### config.mk
export PLATFORM = sky130hd
export DESIGN_NAME = accel_cfg_regs
export DESIGN_NICKNAME = d
export VERILOG_FILES = /design/src/verilog/accel_cfg_pkg.sv /design/src/verilog/cp_access_check.sv /design/src/verilog/accel_cfg_regs.sv
export SDC_FILE = /design/constraint.sdc
export NUM_CORES = 1
export LEC_CHECK = 0
export BUFFER_PORTS_ARGS = -buffer_cell sky130_fd_sc_hd__buf_2
export CAP_MARGIN = 20
export CORE_MARGIN = 2
export CORE_UTILIZATION = 42
export DETAILED_ROUTE_END_ITERATION = 8
export HOLD_SLACK_MARGIN = 0.12
export PLACE_DENSITY = 0.79
export SLEW_MARGIN = 20
export SYNTH_ARGS = -nofsm -noshare
export SYNTH_HDL_FRONTEND = slang
export SYNTH_SLANG_ARGS = --single-unit
### constraint.sdc
create_clock -name clk_i -period 1.9 [get_ports clk_i]
set_clock_uncertainty 0.1 [all_clocks]
set_input_delay 0.19 -clock clk_i [delete_from_list [all_inputs] [get_ports clk_i]]
set_output_delay 0.19 -clock clk_i [all_outputs]
set_load 0.02 [all_outputs]
### src/verilog/accel_cfg_pkg.sv
// Constants and carrier types shared by the bytecode accelerator configuration registers.
package accel_cfg_pkg;

    // Coprocessor transfer encoding used by every configuration register.
    localparam logic [2:0] CP_OPC1 = 3'h7;
    localparam logic [3:0] CP_CRM = 4'h0;
    localparam logic [2:0] CP_OPC2 = 3'h0;

    // Primary register numbers of the configuration registers.
    localparam logic [3:0] CRN_IDENT = 4'h0;
    localparam logic [3:0] CRN_OS_CTRL = 4'h1;
    localparam logic [3:0] CRN_MAIN_CFG = 4'h2;
    localparam logic [3:0] CRN_PARAMS = 4'h3;
    localparam logic [3:0] CRN_XLATE = 4'h4;

    // Field positions in the operating-system control register.
    localparam int OS_LOCK_BIT = 0;
    localparam int OS_VALID_BIT = 1;

    // Field positions in the main configuration register.
    localparam int MAIN_NO_ARR_BIT = 31;
    localparam int MAIN_FLOAT_BIT = 30;
    localparam int MAIN_ARRAY_PTR_BIT = 29;
    localparam int MAIN_OBJECT_PTR_BIT = 28;
    localparam int MAIN_IS_BIT = 27;
    localparam int MAIN_SP_BIT = 26;
    localparam int MAIN_ENABLE_BIT = 0;

    // Writable bits of the main configuration register; the float bit is absent.
    localparam logic [31:0] MAIN_WMASK = 32'hbc00_0001;

    // Reset values.
    localparam logic [31:0] OS_CTRL_RESET = 32'h0000_0000;
    localparam logic [31:0] MAIN_CFG_RESET = 32'h0000_0000;
    localparam logic [31:0] PARAMS_RESET = 32'h0000_0000;

    // One coprocessor register transfer from the core.
    typedef struct packed {
        logic        write;
        logic        user_mode;
        logic [2:0]  opc1;
        logic [3:0]  crn;
        logic [3:0]  crm;
        logic [2:0]  opc2;
        logic [31:0] wdata;
    } cp_req_t;

    // Configuration that steers the execution hardware.
    typedef struct packed {
        logic no_array_ops;
        logic array_pointer;
        logic object_pointer;
        logic index_size;
        logic static_pointer;
        logic accel_enable;
    } accel_cfg_t;

endpackage

### src/verilog/cp_access_check.sv
// Decode and privilege check for coprocessor transfers to the configuration registers.
`timescale 1ns/100ps
module cp_access_check (
    // Transfer under test.
    input wire accel_cfg_pkg::cp_req_t req_i,
    // Current user-mode lock from the control register.
    input wire logic config_disabled_flag_i,
    // Decode results.
    output logic enc_valid_o,
    output logic trap_o
);

    logic fields_ok;
    logic known_reg;
    logic user_read_trap;
    logic user_write_trap;
    logic user_trap;

    // The transfer must carry the fixed opcodes and name a register that exists.
    assign fields_ok = (req_i.opc1 == accel_cfg_pkg::CP_OPC1) &&
                       (req_i.crm == accel_cfg_pkg::CP_CRM) &&
                       (req_i.opc2 == accel_cfg_pkg::CP_OPC2);
    assign known_reg = (req_i.crn <= accel_cfg_pkg::CRN_XLATE);
    assign enc_valid_o = fields_ok && known_reg;

    // User reads pass only for the identification register while unlocked.
    assign user_read_trap = config_disabled_flag_i ||
                            (req_i.crn != accel_cfg_pkg::CRN_IDENT);
    // User writes fail for the control register, or for all while locked.
    assign user_write_trap = config_disabled_flag_i ||
                             (req_i.crn == accel_cfg_pkg::CRN_OS_CTRL);
    assign user_trap = req_i.write ? user_write_trap : user_read_trap;

    // Privileged transfers trap only on a bad encoding.
    assign trap_o = !enc_valid_o || (req_i.user_mode && user_trap);

endmodule

### src/verilog/accel_cfg_regs.sv
// Operating-system control and main configuration registers of the bytecode accelerator.
`timescale 1ns/100ps

// Summary of operation
// Entry with invalid configuration raises configuration exception.
// That failed entry sets the valid flag.
// Entry with valid configuration succeeds, no exception.
// Any exception taken clears the valid flag, except when a failed entry sets it in the same cycle.
// Unlocked user read of identification succeeds.
// Unlocked user read of other registers traps.
// Unlocked user write of control register traps.
// Unlocked user writes elsewhere succeed.
// Locked user reads of all registers trap.
// Locked user writes of all registers trap.
// Control register uses opcode 7, c1, c0, 0.
// Main configuration reads need privileged mode.
// Array flag clear allows hardware array operations.
// Array flag set sends arrays to handlers.
// Float flag reads zero, ignores writes.
// Array pointer flag: handles or direct pointers.
// Object pointer flag: handles or direct pointers.
// Control register resets zero, privileged writes only.
// Accelerator disabled makes branch-exchange plain.
// Privileged accesses never trapped by lock flag.
module accel_cfg_regs #(
    // Identification register contents; the value is arbitrary.
    parameter logic [31:0] IDENT_VALUE = 32'h1234_5678
) (
    // Clock and reset.
    input wire logic clk_i,
    input wire logic reset_n_i,
    // Coprocessor transfer port from the core.
    input wire logic cp_req_i,
    input wire accel_cfg_pkg::cp_req_t cp_cmd_i,
    output logic cp_done_o,
    output logic cp_undef_o,
    output logic [31:0] cp_rdata_o,
    // Execution events from the core.
    input wire logic accel_entry_i,
    input wire logic exception_taken_i,
    // Entry outcome and identification-write table clear, one-cycle pulses.
    output logic enter_accel_o,
    output logic config_invalid_exc_o,
    output logic plain_branch_exchange_o,
    output logic xlate_clear_o,
    // Configuration levels to the execution hardware.
    output accel_cfg_pkg::accel_cfg_t accel_cfg_o,
    output logic config_valid_flag_o,
    output logic config_disabled_flag_o
);

    // Register state.
    logic config_valid_flag_q;
    logic config_valid_flag_d;
    logic config_disabled_flag_q;
    logic config_disabled_flag_d;
    logic [31:0] main_cfg_q;
    logic [31:0] main_cfg_d;
    logic [31:0] params_q;
    logic [31:0] params_d;

    // Answer and event pulse state.
    logic cp_done_q;
    logic cp_undef_q;
    logic [31:0] cp_rdata_q;
    logic [31:0] cp_rdata_d;
    logic enter_accel_q;
    logic config_invalid_exc_q;
    logic plain_branch_q;
    logic xlate_clear_q;

    // Decode wires.
    logic enc_valid;
    logic trap;
    logic accepted;
    logic wr_os;
    logic wr_main;
    logic wr_params;
    logic wr_ident;
    logic rd_go;
    logic accel_on;
    logic entry_fail;
    logic entry_ok;
    logic entry_plain;
    logic [31:0] os_word;

    // Permission and encoding check.
    cp_access_check u_check (
        .req_i(cp_cmd_i),
        .config_disabled_flag_i(config_disabled_flag_q),
        .enc_valid_o(enc_valid),
        .trap_o(trap)
    );

    // Transfer decode; a trapped transfer changes no state.
    assign accepted = cp_req_i && !trap;
    assign wr_os = accepted && cp_cmd_i.write &&
                   (cp_cmd_i.crn == accel_cfg_pkg::CRN_OS_CTRL);
    assign wr_main = accepted && cp_cmd_i.write &&
                     (cp_cmd_i.crn == accel_cfg_pkg::CRN_MAIN_CFG);
    assign wr_params = accepted && cp_cmd_i.write &&
                       (cp_cmd_i.crn == accel_cfg_pkg::CRN_PARAMS);
    assign wr_ident = accepted && cp_cmd_i.write &&
                      (cp_cmd_i.crn == accel_cfg_pkg::CRN_IDENT);
    assign rd_go = accepted && !cp_cmd_i.write;

    // Entry attempt outcome.
    assign accel_on = main_cfg_q[accel_cfg_pkg::MAIN_ENABLE_BIT];
    assign entry_plain = accel_entry_i && !accel_on;
    assign entry_fail = accel_entry_i && accel_on && !config_valid_flag_q;
    assign entry_ok = accel_entry_i && accel_on && config_valid_flag_q;

    // Valid flag: a failed entry sets it and wins over any clear in the same cycle.
    assign config_valid_flag_d = entry_fail ? 1'b1 :
                                 exception_taken_i ? 1'b0 :
                                 wr_os ? cp_cmd_i.wdata[accel_cfg_pkg::OS_VALID_BIT] :
                                 config_valid_flag_q;
    assign config_disabled_flag_d = wr_os ? cp_cmd_i.wdata[accel_cfg_pkg::OS_LOCK_BIT] :
                                    config_disabled_flag_q;

    // Main configuration keeps the float bit at zero through the write mask.
    assign main_cfg_d = wr_main ? (cp_cmd_i.wdata & accel_cfg_pkg::MAIN_WMASK) :
                        main_cfg_q;
    assign params_d = wr_params ? cp_cmd_i.wdata : params_q;

    // Read data; reserved control bits and the write-only table read as zero.
    assign os_word = {30'h0000_0000, config_valid_flag_q, config_disabled_flag_q};
    assign cp_rdata_d = !rd_go ? 32'h0000_0000 :
                        (cp_cmd_i.crn == accel_cfg_pkg::CRN_IDENT) ? IDENT_VALUE :
                        (cp_cmd_i.crn == accel_cfg_pkg::CRN_OS_CTRL) ? os_word :
                        (cp_cmd_i.crn == accel_cfg_pkg::CRN_MAIN_CFG) ? main_cfg_q :
                        (cp_cmd_i.crn == accel_cfg_pkg::CRN_PARAMS) ? params_q :
                        32'h0000_0000;

    // Configuration registers.
    always_ff @(posedge clk_i or negedge reset_n_i) begin
        if (!reset_n_i) begin
            config_valid_flag_q <=
                accel_cfg_pkg::OS_CTRL_RESET[accel_cfg_pkg::OS_VALID_BIT];
            config_disabled_flag_q <= accel_cfg_pkg::OS_CTRL_RESET[accel_cfg_pkg::OS_LOCK_BIT];
            main_cfg_q <= accel_cfg_pkg::MAIN_CFG_RESET;
            params_q <= accel_cfg_pkg::PARAMS_RESET;
        end else begin
            config_valid_flag_q <= config_valid_flag_d;
            config_disabled_flag_q <= config_disabled_flag_d;
            main_cfg_q <= main_cfg_d;
            params_q <= params_d;
        end
    end

    // Transfer answer, one cycle after the request.
    always_ff @(posedge clk_i or negedge reset_n_i) begin
        if (!reset_n_i) begin
            cp_done_q <= 1'b0;
            cp_undef_q <= 1'b0;
            cp_rdata_q <= 32'h0000_0000;
            xlate_clear_q <= 1'b0;
        end else begin
            cp_done_q <= cp_req_i;
            cp_undef_q <= cp_req_i && trap;
            cp_rdata_q <= cp_rdata_d;
            xlate_clear_q <= wr_ident;
        end
    end

    // Entry outcome pulses.
    always_ff @(posedge clk_i or negedge reset_n_i) begin
        if (!reset_n_i) begin
            enter_accel_q <= 1'b0;
            config_invalid_exc_q <= 1'b0;
            plain_branch_q <= 1'b0;
        end else begin
            enter_accel_q <= entry_ok;
            config_invalid_exc_q <= entry_fail;
            plain_branch_q <= entry_plain;
        end
    end

    // Outputs, all taken from flip-flops.
    assign cp_done_o = cp_done_q;
    assign cp_undef_o = cp_undef_q;
    assign cp_rdata_o = cp_rdata_q;
    assign enter_accel_o = enter_accel_q;
    assign config_invalid_exc_o = config_invalid_exc_q;
    assign plain_branch_exchange_o = plain_branch_q;
    assign xlate_clear_o = xlate_clear_q;
    assign config_valid_flag_o = config_valid_flag_q;
    assign config_disabled_flag_o = config_disabled_flag_q;

    // Array handling and reference formats steer the execution hardware.
    assign accel_cfg_o.no_array_ops = main_cfg_q[accel_cfg_pkg::MAIN_NO_ARR_BIT];
    assign accel_cfg_o.array_pointer = main_cfg_q[accel_cfg_pkg::MAIN_ARRAY_PTR_BIT];
    assign accel_cfg_o.object_pointer = main_cfg_q[accel_cfg_pkg::MAIN_OBJECT_PTR_BIT];
    assign accel_cfg_o.index_size = main_cfg_q[accel_cfg_pkg::MAIN_IS_BIT];
    assign accel_cfg_o.static_pointer = main_cfg_q[accel_cfg_pkg::MAIN_SP_BIT];
    assign accel_cfg_o.accel_enable = main_cfg_q[accel_cfg_pkg::MAIN_ENABLE_BIT];

    // Checks on entry handling.
    a_entry_fail_exc: assert property (
        @(posedge clk_i) disable iff (!reset_n_i)
        (accel_entry_i && accel_on && !config_valid_flag_q)
        |=> (config_invalid_exc_o && !enter_accel_o))
        else $error("Invalid entry did not raise configuration exception.");

    a_entry_sets_valid: assert property (
        @(posedge clk_i) disable iff (!reset_n_i)
        (accel_entry_i && accel_on && !config_valid_flag_q) |=> config_valid_flag_o)
        else $error("Failed entry did not mark configuration valid.");

    a_entry_ok_path: assert property (
        @(posedge clk_i) disable iff (!reset_n_i)
        (accel_entry_i && accel_on && config_valid_flag_q)
        |=> (enter_accel_o && !config_invalid_exc_o))
        else $error("Valid entry did not enter accelerated state.");

    a_exc_clears_valid: assert property (
        @(posedge clk_i) disable iff (!reset_n_i)
        (exception_taken_i && !entry_fail) |=> !config_valid_flag_o)
        else $error("Exception did not clear the valid flag.");

    a_plain_branch_path: assert property (
        @(posedge clk_i) disable iff (!reset_n_i)
        (accel_entry_i && !main_cfg_q[accel_cfg_pkg::MAIN_ENABLE_BIT])
        |=> (plain_branch_exchange_o && !enter_accel_o && !config_invalid_exc_o))
        else $error("Disabled accelerator did not give plain branch-exchange.");

    // Checks on user-mode access control.
    a_user_ident_read: assert property (
        @(posedge clk_i) disable iff (!reset_n_i)
        (cp_req_i && enc_valid && cp_cmd_i.user_mode && !cp_cmd_i.write &&
         !config_disabled_flag_o && cp_cmd_i.crn == accel_cfg_pkg::CRN_IDENT)
        |=> (cp_done_o && !cp_undef_o && cp_rdata_o == IDENT_VALUE))
        else $error("Unlocked user identification read failed.");

    a_user_other_read: assert property (
        @(posedge clk_i) disable iff (!reset_n_i)
        (cp_req_i && cp_cmd_i.user_mode && !cp_cmd_i.write &&
         cp_cmd_i.crn != accel_cfg_pkg::CRN_IDENT)
        |=> (cp_done_o && cp_undef_o && cp_rdata_o == 32'h0000_0000))
        else $error("User read of a privileged register did not trap.");

    a_user_os_write: assert property (
        @(posedge clk_i) disable iff (!reset_n_i)
        (cp_req_i && cp_cmd_i.user_mode && cp_cmd_i.write &&
         cp_cmd_i.crn == accel_cfg_pkg::CRN_OS_CTRL)
        |=> (cp_undef_o && $stable(config_disabled_flag_o)))
        else $error("User write of control register did not trap.");

    a_user_main_write: assert property (
        @(posedge clk_i) disable iff (!reset_n_i)
        (cp_req_i && enc_valid && cp_cmd_i.user_mode && cp_cmd_i.write &&
         !config_disabled_flag_o && cp_cmd_i.crn == accel_cfg_pkg::CRN_MAIN_CFG)
        |=> (!cp_undef_o && accel_cfg_o.accel_enable == $past(cp_cmd_i.wdata[0])))
        else $error("Unlocked user write of main configuration failed.");

    a_user_locked_trap: assert property (
        @(posedge clk_i) disable iff (!reset_n_i)
        (cp_req_i && cp_cmd_i.user_mode && config_disabled_flag_o)
        |=> (cp_done_o && cp_undef_o))
        else $error("Locked user access did not trap.");

    a_priv_no_trap: assert property (
        @(posedge clk_i) disable iff (!reset_n_i)
        (cp_req_i && enc_valid && !cp_cmd_i.user_mode) |=> (cp_done_o && !cp_undef_o))
        else $error("Privileged access was trapped.");

    // A read of the main configuration never shows the float flag.
    a_float_reads_zero: assert property (
        @(posedge clk_i) disable iff (!reset_n_i)
        (cp_req_i && enc_valid && !cp_cmd_i.user_mode && !cp_cmd_i.write &&
         cp_cmd_i.crn == accel_cfg_pkg::CRN_MAIN_CFG)
        |=> !cp_rdata_o[accel_cfg_pkg::MAIN_FLOAT_BIT])
        else $error("Float opcode flag read back as set.");

    // Checks on encoding, privileged writes and the table clear pulse.
    a_bad_enc_trap: assert property (
        @(posedge clk_i) disable iff (!reset_n_i)
        (cp_req_i && (cp_cmd_i.opc1 != accel_cfg_pkg::CP_OPC1 ||
         cp_cmd_i.crn > accel_cfg_pkg::CRN_XLATE))
        |=> (cp_done_o && cp_undef_o && cp_rdata_o == 32'h0000_0000))
        else $error("Transfer with a bad encoding was not trapped.");

    a_priv_os_write: assert property (
        @(posedge clk_i) disable iff (!reset_n_i)
        (cp_req_i && enc_valid && !cp_cmd_i.user_mode && cp_cmd_i.write &&
         cp_cmd_i.crn == accel_cfg_pkg::CRN_OS_CTRL)
        |=> (config_disabled_flag_o == $past(cp_cmd_i.wdata[accel_cfg_pkg::OS_LOCK_BIT])))
        else $error("Privileged control write did not land.");

    a_ident_write_clear: assert property (
        @(posedge clk_i) disable iff (!reset_n_i)
        (cp_req_i && enc_valid && !cp_cmd_i.user_mode && cp_cmd_i.write &&
         cp_cmd_i.crn == accel_cfg_pkg::CRN_IDENT)
        |=> xlate_clear_o)
        else $error("Identification write did not clear the table.");

endmodule

* Word-level counts from Yosys, hierarchy flattened
Cells that the tools add are included.
Storage, ports and cells: input bits 53, register bits 78, logic and storage cells 54, output and inout port bits 46
Operators by class: reductions and logical operators 29, $lt $le $gt $ge 1, multiplexer cells 9, equal/unequal tests 4
Operator list (number):
- 32-bit 2-to-1 mux | 5
- 1-bit logical AND | 16
- 4-bit by 2-bit == test with 1-bit output, second input constant | 2
- 4-bit logical NOT | 2
- 1-bit logical NOT | 5
- 4-bit by 1-bit == test with 1-bit output, second input constant | 1
- 4-bit by 3-bit less-or-equal comparator with 1-bit output, second input constant | 1
- 1-bit 2-to-1 mux | 4
- 4-bit nonzero test | 1
- 3-bit == test, second input constant | 1
- 3-bit logical NOT | 1
- 1-bit logical OR | 3
- 3-bit nonzero test | 1

* Depth between registers and ports, before layout
Gate-level depths: netlist (run 1).
word-level depth 13, mapped depth 6, depth with buffers taken out 4

* Hierarchy
A second synthesis (run 1) with hierarchy kept.
Second synthesis, totals: cells, all modules 215, area total of the unflattened synthesis 2989.1 um^2
Modules (own cells, without submodules):
- accel_cfg_regs | seq. area each 1951.9 um^2, cells an instance 205, times used 1, area each 2921.6 um^2
- cp_access_check | seq. area each 0.0 um^2, cells an instance 10, times used 1, area each 67.6 um^2

* Worst setup path after synthesis (run 1)
No wires, ideal clock.
path kind input to register, start input cp_cmd_i[40] in the netlist's numbering, end register params_q[0], slack 0.015 ns, path buffers 1, arrival time 1.660 ns, data required time 1.675 ns, library setup time 0.125 ns, cell stages on the path 5, path through or4_4 o221ai_4 nand4b_4 buf_6 mux2_4
Between the ends: longest elaborated chain between the ends 9, elaborated cells between the ends (all ways) 15, those cells by class order compare: 1; eq/ne: 2; mux: 1; reduce/logical: 11
Ends and longest elaborated chain:
- start, declared | RTL line accel_cfg_regs.sv:34 | input wire accel_cfg_pkg::cp_req_t cp_cmd_i,
- branches (longest 8 deep; another with 4-bit by 3-bit less-or-equal comparator with 1-bit output)
- 1-bit logical AND * | RTL line accel_cfg_regs.sv:101 | assign wr_params = accepted && cp_cmd_i.write &&
- end signal, assigned | RTL line accel_cfg_regs.sv:142 | params_q <= accel_cfg_pkg::PARAMS_RESET;
- end signal, assigned | RTL line accel_cfg_regs.sv:147 | params_q <= params_d;
- end, declared | RTL line accel_cfg_regs.sv:59 | logic [31:0] params_q;
Every way passes the cells marked *. A chain may end at the register's enable or synchronous reset.

* Worst setup path in the final report (run 1)
start input cp_req_i, end register params_q[14]
Between the ends: longest elaborated chain between the ends 3
Ends and longest elaborated chain:
- start, declared | RTL line accel_cfg_regs.sv:33 | input wire logic cp_req_i,
- 1-bit logical AND | RTL line accel_cfg_regs.sv:96 | assign accepted = cp_req_i && !trap;
- 1-bit logical AND (2 in series) | RTL line accel_cfg_regs.sv:101
No other way between the ends.

==> summary.md, run 1 <==
| Metric | Value |
|---|---|
| Slew Limit Fails | `0` |
| Share of post-route cells with drive strength above 1 | `46.7%` |
| Cell Pwr Density | `between 700 and 800 nW/um2` |
| Worst Setup End Kind | `register` |
| Yosys reg bits | `a little under 80` |
| Setup bufs post-CTS | `0` |
| Status | `complete, no violations` |
| Crit path time final | `between 1.5 and 2 ns` |
| Global route total overflow | `0` |
| Synthesized instance count | `around 220` |
| Max-Cap Viols | `0` |
| DR pass1 iterations | `4` |
| # IOs | `slightly below 100` |
| Setup CP Type | `in2reg` |
| RSZ-0062 raised after global routing | `false` |
| Crit path required time | `roughly 2 ns` |
| Fin nets | `roughly 430` |
| Syn Nets | `between 200 and 300` |
| TritonCTS clock tree | `built` |
| Site Rows | `31` |
| HP Class | `in2reg` |
| PortBufs | `between 90 and 100` |
| Reg clk slew, reported paths | `~0.080 ns` |
| Post-synthesis sequential area ratio | `between 60% and 70%` |
| First-pass GRT wire length | `11.6 mm` |
| WL/cell | `between 10 and 15 um` |
| # diodes | `0` |
| Max Fclk | `0.543 GHz` |
| Synthesized area | `roughly 3100 um2` |
| Area growth from synthesis to layout | `42.9%` |
| Max VDD drop | `between 300 and 400 uV` |
| Gpl congestion | `between 0.7 and 0.8` |
| Worst-path maximum fanout | `17` |
| Avg Inst Size Synth | `14.2 um2` |
| Vias in the first global route | `~2,400` |
| Die area | `just over 8000 um2` |
| Least-Margin Pin Slew | `between 0.4 and 0.5 ns` |
| Core area | `between 7000 and 8000 um2` |
| Cell Count, Final, Fillers Out | `480` |
| Post-route ant nets | `0` |
| Vias | `2,281` |
| Largest net degree at the start of global routing | `45` |
| Yosys cell types | `32` |
| Root Driver | `clkbuf_8` |
| Gr usage total | `between 15 and 20%` |
| Initial antenna violation count | `0` |
| Clk sinks | `between 70 and 80` |
| CP Data Arrival Time | `just under 2 ns` |
| Rel. slew slack | `about 69%` |
| Die height | `between 90 and 100 um` |
| Hold Fails Final Rpt | `0` |
| Cts bufs inserted | `9` |
| Synth Warn # | `0` |
| Tcrit/Tclk final | `between 90% and 100%` |
| Die width | `between 90 and 100 um` |
| Initial Util | `43.4%` |
| Critical Path Start Type | `primary input` |
| Final setup vio count | `0` |
| Post-detail-place hpwl | `4.57 mm` |
| DRC | `0` |
| DRT Wirelength | `roughly 7.0 mm` |
| 1st-iter DRT viols | `between 90 and 100` |
| DP Cell Count | `about 430` |
| Clock buffer depth | `2` |
| Drt via density | `between 4 and 5` |
| Fin Hold WS | `slightly above 0.2 ns` |
| Worst skew pair latency | `0.35 ns` |
| H-Tree Depth | `3` |
| Leakage | `2.44 nW` |
[path summary, 6_finish.rpt]
| kind | startpoint | to | slack (ns) | cells past startpoint |
|---|---|---|---|---|
| hold reg to reg | params_q[19] | cp_rdata_o[19] | 0.39 | 1 |
| min in group asynchronous | reset_n_i | config_invalid_exc_o | 0.25 | 2 |
| max in group asynchronous | reset_n_i | params_q[18] | 0.88 | 3 |
| setup / recovery | cp_req_i | params_q[14] | 0.06 | 7 |
| hold / removal | cp_cmd_i[39] | cp_rdata_o[1] | 0.21 | 4 |
| setup reg to reg | config_disabled_flag_o | main_cfg_q[29] | 0.17 | 6 |
[what timing repair did]
action / in CTS / in global routing
gates resized for setup: 0 / 1
hold endpoints to repair: 127 / 0
hold buffers: 37 / 0
setup endpoints to repair: 0 / 4
[final cells by class]
| cell class | instances | area [um2] |
|---|---|---|
| Timing Repair Buffer | 154 | 1060 |
| Inverter | 2 | 7.51 |
| Fill cell | 573 | 2760 |
| Clock inverter | 7 | 98.8 |
| Clock buffer | 9 | 124 |
| Multi-Input combinational cell | 131 | 1130 |
| Tap cell | 99 | 124 |
| Sequential cell | 78 | 1950 |
[cell families (layout without fill, tap and decap cells)]
group / count (synthesis) / count (layout) / share of synthesized area (%)
buf+inv: 12 / 172 / 2.15
simple gates: 67 / 67 / 12.4
compound gates: 20 / 20 / 4.22
flops: 78 / 78 / 62.1
mux: 44 / 44 / 19.2
[power by group]
| part | leakage, nW | switching, mW | internal, mW |
|---|---|---|---|
| registers | 1.08 | 0.000806 | 1.66 |
| logic | 1.25 | 0.104 | 0.124 |
| clock network | 0.109 | 0.606 | 0.743 |
| total | 2.44 | 0.711 | 2.53 |
[through the flow]
step | total power, mW | setup WS, ns | cell area (um2) | util (%) | TNS, ns
6_report | 3.24 | 0.0593 | 4490 | 62.0 | 0
5_1_grt | 3.38 | 0.0170 | 4490 | 62.0 | 0
4_1_cts | 3.28 | 0.0872 | 4490 | 61.9 | 0
3_5_place_dp | 1.87 | -0.106 | 3900 | 53.8 | -2.39
3_3_place_gp | 1.86 | -0.0901 | 3900 | 53.8 | -1.58
2_1_floorplan | 1.74 | 0.0146 | 3140 | - | 0
[sequential cells by signal, indices dropped and copies added, names as in the netlist]
| register | count |
|---|---|
| enter_accel_o | 1 |
| params_q | 32 |
| config_disabled_flag_o | 1 |
| config_invalid_exc_o | 1 |
| xlate_clear_o | 1 |
| main_cfg_q | 6 |
| cp_rdata_o | 32 |
| cp_done_o | 1 |
| cp_undef_o | 1 |
| plain_branch_exchange_o | 1 |
| config_valid_flag_o | 1 |
[routing by layer]
metal  vias up  track usage [%]  wire length, um
li1       1078                -                -
met1      1132             22.2             3000
met2        62             30.2             3650
met3         9             3.84              264
met4         0             8.21              102
met5         -                0                0
[cell usage after synthesis]
cell | number | share of area (%)
mux2_4 | 30 | 14
nand3_1 | 3 | 0.48
nand4b_4 | 1 | 0.76
nand2_1 | 6 | 0.72
nand3b_1 | 1 | 0.24
o221ai_4 | 1 | 0.84
nor3b_1 | 1 | 0.24
a31oi_1 | 1 | 0.20
nor4bb_1 | 1 | 0.32
clkbuf_1 | 6 | 0.72
nor3_1 | 6 | 0.96
a311o_1 | 1 | 0.32
nand4_1 | 2 | 0.40
o21ai_0 | 2 | 0.32
and2_1 | 14 | 2.8
nand2b_1 | 1 | 0.20
or2_2 | 1 | 0.20
a21oi_1 | 13 | 2.1
inv_1 | 2 | 0.24
nor2_1 | 17 | 2.0
mux2_2 | 10 | 3.6
dfrtp_1 | 78 | 62
nor2b_1 | 5 | 0.99
mux2i_1 | 4 | 1.3
and4_1 | 2 | 0.56
buf_1 | 1 | 0.12
buf_6 | 3 | 1.1
a22oi_1 | 1 | 0.24
or4_4 | 1 | 0.36
nor4b_1 | 2 | 0.56
nor4_1 | 3 | 0.60
a21boi_0 | 1 | 0.24
[layout by cell type (no fill, tap or decap), types with 4 or more instances in the layout]
cell type / count
a21oi_1: 13
dlygate4sd3_1: 37
and2_1: 14
mux2_4: 30
buf_12: 4
nor2_1: 17
nor2b_1: 5
mux2i_1: 4
nand2_1: 6
dfrtp_1: 78
buf_4: 16
nor3_1: 5
clkbuf_8: 9
buf_2: 96
mux2_2: 10
[worst max-delay path: stages]
cell,delay [ns]
dlygate4sd3_1,0.52
buf_2,0.15
nor4bb_1,0.27
buf_4,0.18
nand4b_4,0.14
buf_12,0.20
mux2_4,0.30
(Power assumes the default switching activity.)
==> inputs of run 2 (changes only) <==
BUFFER_PORTS_ARGS = default   (was -buffer_cell sky130_fd_sc_hd__buf_2)
DONT_BUFFER_PORTS = 1   (was default)
PLACE_DENSITY = 0.68   (was 0.79)
==> summary.md, run 2 (synthesis results as in run 1) <==
| Metric | Value |
|---|---|
| Status | `finished with violations` |
| Violated checks | `negative hold slack` |
| Clock buffer depth | `2` |
| Site Rows | `31` |
| # diodes | `0` |
| DRT Wirelength | `roughly 6.6 mm` |
| Tcrit/Tclk final | `slightly below 100%` |
| Area growth from synthesis to layout | `27.9%` |
| Share of post-route cells with drive strength above 1 | `about a quarter` |
| H-Tree Depth | `3` |
| Final setup vio count | `0` |
| Filler cell count | `roughly 610` |
| Post-cts sizing count | `0` |
| Rel. slew slack | `71.9%` |
| Cell Pwr Density | `a little over 800 nW/um2` |
| RSZ-0062 raised after global routing | `false` |
| Die height | `around 91 um` |
| Fin nets | `approximately 330` |
| CP Data Arrival Time | `about 2 ns` |
| DRC | `0` |
| Cts bufs inserted | `9` |
| Max VDD drop | `451 uV` |
| Worst setup margin | `approximately 0.013 ns` |
| Vias in the first global route | `2,122` |
| DP Cell Count | `roughly 320` |
| PortBufs | `0` |
| Clk sinks | `just under 80` |
| Crit Reg-Reg Endpoint | `cp_rdata_o[28]` |
| Drt via density | `roughly 5` |
| Die area | `just over 8000 um2` |
| Post-route ant nets | `0` |
| CTS hold repair buffers | `between 40 and 50` |
| Commonest non-fill, non-tap cell in the layout | `dfrtp_1` |
| Core area | `7250 um2` |
| Crit path time final | `1.89 ns` |
| First-pass GRT wire length | `11.2 mm` |
| Max-Cap Viols | `0` |
| Gr usage total | `17.5%` |
| Setup CP Type | `in2reg` |
| Initial Util | `around 43%` |
| Leakage | `1.98 nW` |
| Worst skew pair latency | `0.33 ns` |
| Vias | `roughly 1,900` |
| Crit path required time | `between 2 and 2.5 ns` |
| Initial antenna violation count | `0` |
| Fin Hold WS | `-0.559 ns` |
| Least-Margin Pin Slew | `~0.42 ns` |
| Max Fclk | `roughly 0.53 GHz` |
| Post-layout util | `between 50 and 60%` |
| Critical path startpoint | `cp_cmd_i[41]` |
| TritonCTS clock tree | `built` |
| WL/cell | `17.3 um` |
| DR pass1 iterations | `4` |
| Post-detail-place hpwl | `around 4.2 mm` |
| Most frequent cells in the layout | `dfrtp_1, dlygate4sd3_1, mux2_4` |
| Critical Path Start Type | `primary input` |
| DR WL met2 | `between 3 and 4 mm` |
| Routed met1 length | `approximately 2.8 mm` |
| Top sig layer | `met4` |
| Depth of the most critical reg-to-reg path | `5` |
| HP Class | `in2async` |
| DR WL met3 | `260 um` |
| RR Startpoint | `main_cfg_q[28]` |
| Gpl congestion | `0.767` |
| Worst Setup End Kind | `register` |
| 1st-iter DRT viols | `approximately 150` |
| Cell Count, Final, Fillers Out | `380` |
| Setup bufs post-CTS | `0` |
| # IOs | `between 90 and 100` |
| Worst slack, placed | `~0.027 ns` |
| Reg clk slew, reported paths | `~0.080 ns` |
| R2R Setup Slk | `roughly 0.11 ns` |
| Global route total overflow | `0` |
| Die width | `between 90 and 100 um` |
| Slew Limit Fails | `0` |
| Setup TNS | `0 ns` |
| Hold Fails Final Rpt | `78` |
| Worst-path maximum fanout | `5` |
| Largest net degree at the start of global routing | `slightly below 80` |
| Root Driver | `clkbuf_8` |
-- run 2: how the worst max path moves through the flow --
stage | end | cells past startpoint
2_1_floorplan | params_q[0] | 5
3_3_place_gp | main_cfg_q[27] | 6
3_5_place_dp | main_cfg_q[26] | 6
4_1_cts | cp_rdata_o[28] | 4
5_1_grt | cp_rdata_o[28] | 5
6_report | cp_rdata_o[28] | 4
-- run 2: final cells by class --
class                   instances  area, um2  share of cell area, %
flip-flops and latches         78       1950                   48.6
multi-input cells             131       1130                   28.1
repair buffers                 54        563                   14.0
clock buffers                   9        124                   3.08
well taps                      99        124                   3.08
clock inverters                 7        120                   2.99
inverters                       2       7.51                  0.187
-- run 2: through the flow --
stage	area (um2)	power [mW]	hold WS [ns]
finish	4020	3.27	-0.559
global route	4020	3.40	-0.595
global placement	3350	1.75	-0.204
floorplan	3140	1.74	-0.206
detailed placement	3350	1.75	-0.204
CTS	4020	3.31	-0.586
-- run 2: metal layers --
layer	track usage, %	vias to the layer above
met5	0	-
met4	7.44	0
met3	4.17	8
met2	28.5	51
met1	22.2	963
li1	-	882
-- run 2: power breakdown --
group          switching, mW  internal [mW]
clock network          0.594          0.877
registers            0.00556           1.66
logic                 0.0481         0.0821
-- run 2: critical path: stages --
cell	delay, ns
dlygate4sd3_1	0.55
or2_2	0.33
dlygate4sd3_1	0.61
nor4_1	0.32
==> inputs of run 3 (changes only) <==
REMOVE_ABC_BUFFERS = 1   (was default)
==> summary.md, run 3 (synthesis results as in run 1) <==
| Metric | Value |
|---|---|
| PortBufs | `0` |
| WL/cell | `about 18 um` |
| CP Data Arrival Time | `approximately 2.0 ns` |
| RR Startpoint | `config_disabled_flag_o` |
| Cts bufs inserted | `9` |
| Commonest non-fill, non-tap cell in the layout | `dfrtp_1` |
| Hold Fails Final Rpt | `slightly below 80` |
| Least-Margin Pin Slew | `0.514 ns` |
| Count of buffer and inverter cells on the critical path | `2` |
| Critical Path Start Type | `primary input` |
| TritonCTS clock tree | `built` |
| Max-Cap Viols | `0` |
| Root Driver | `clkbuf_8` |
| Die height | `around 91 um` |
| DRC | `0` |
| RSZ-0062 raised after global routing | `true` |
| Max Fclk | `0.533 GHz` |
| Leakage | `just under 2 nW` |
| Vias | `1,955` |
| Post-detail-place hpwl | `between 4 and 5 mm` |
| CP top delay family | `buffers and inverters` |
| Status | `finished with violations` |
| Most frequent cells in the layout | `dfrtp_1, dlygate4sd3_1, mux2_4` |
| Crit path required time | `around 2.0 ns` |
| # IOs | `99` |
| Setup bufs post-CTS | `0` |
| Global route total overflow | `0` |
| Slew Limit Fails | `0` |
| Depth of the most critical reg-to-reg path | `6` |
| Initial Util | `around 43%` |
| Die width | `just over 90 um` |
| CTS hold repair buffers | `43` |
| Share of post-route cells with drive strength above 1 | `a little over a quarter` |
| Violated checks | `negative hold slack` |
| Site Rows | `31` |
| CP cell instances | `dlygate4sd3_1 > or2_2 > dlygate4sd3_1 > nor4_1` |
| CP max stage delay | `0.63 ns` |
| Setup CP Type | `in2reg` |
| Max VDD drop | `about 430 uV` |
| # diodes | `0` |
| Tcrit/Tclk final | `a little over nine tenths` |
| CP max stage cell | `dlygate4sd3_1` |
| Worst slack, placed | `-0.0233 ns` |
| Vias in the first global route | `roughly 2,100` |
| HP Class | `in2async` |
| DR pass1 iterations | `4` |
| Clock buffer depth | `2` |
| Final setup vio count | `0` |
| Gr usage total | `a little under a fifth` |
| DRT Wirelength | `roughly 6.9 mm` |
| Area growth from synthesis to layout | `27.9%` |
| First-pass GRT wire length | `about 12 mm` |
| Worst setup margin | `around 0.023 ns` |
| Post-layout util | `55.5%` |
| Fin nets | `approximately 330` |
| Initial antenna violation count | `0` |
| Worst skew pair latency | `approximately 0.34 ns` |
| Core area | `between 7000 and 8000 um2` |
| R2R Setup Slk | `0.10 ns` |
| Crit path time final | `between 1.5 and 2 ns` |
| Gpl congestion | `between 0.7 and 0.8` |
| Fin Hold WS | `-0.560 ns` |
| Drt via density | `~5` |
| Largest net degree at the start of global routing | `between 70 and 80` |
| Worst Setup End Kind | `register` |
| Tot Pwr | `3.30 mW` |
| H-Tree Depth | `3` |
| Worst-path maximum fanout | `5` |
| Critical path startpoint | `cp_cmd_i[41]` |
| Post-route ant nets | `0` |
| Die area | `roughly 8200 um2` |
| Rel. slew slack | `between 60% and 70%` |
| Crit Reg-Reg Endpoint | `main_cfg_q[27]` |
| Reg clk slew, reported paths | `0.08 ns` |
| 1st-iter DRT viols | `75` |
| Clk sinks | `78` |
| Critical Path Most Common Cell | `dlygate4sd3_1` |
| Cell Pwr Density | `just over 800 nW/um2` |
[run 3: stage by stage]
stage                     instance area (um2)  cells  hold slack (ns)  setup TNS, ns
after floorplan                          3080    211           -0.206         -12.39
after global placement                   3330    324           -0.204              0
after detailed placement                 3330    324           -0.204         -0.102
after CTS                                4010    383           -0.579              0
after global routing                     4020    383           -0.589        -0.0108
final                                    4020    383           -0.560              0
[run 3: timing repair]
item                                    in CTS  in global routing
endpoints found under the hold margin      131                 78
endpoints found under the setup margin       0                  2
resized for setup                            0                  3
[run 3: how the worst max path moves through the flow]
stage,end,slack [ns],depth (start not counted)
after global routing,cp_rdata_o[0],-0.01,4
after detailed placement,main_cfg_q[27],-0.02,6
after global placement,main_cfg_q[28],0.0009,6
after floorplan,params_q[0],-0.39,4
after CTS,cp_rdata_o[1],0.04,4
final,cp_rdata_o[0],0.02,4
[run 3: worst register-to-register path, delay by kind of cell (launching register included)]
kind	cells	cell delay, ns
flops	1	0.43
buf+inv	2	0.39
mux	1	0.27
compound gates	1	0.21
simple gates	2	0.28
[run 3: cell type report]
cell class                 count  area, um2
clock inverter                 5        106
multi-input combinational    131       1140
tap                           99        124
fill                         613       3230
timing repair buffer          57        548
sequential                    78       1950
inverter                       2       7.51
clock buffer                  11        141
[run 3: report_power, final]
part | switching (mW) | internal (mW) | total [mW]
clock network | 0.589 | 0.912 | 1.50
registers | 0.00582 | 1.66 | 1.67
logic | 0.0485 | 0.0809 | 0.129
[run 3: routing by layer]
layer | GRT usage [%] | up-vias | share of wire, %
li1 | - | 888 | -
met1 | 22.4 | 985 | 42
met2 | 30.5 | 73 | 50
met3 | 5.18 | 9 | 6.8
met4 | 5.77 | 0 | 1.2
met5 | 0 | - | 0
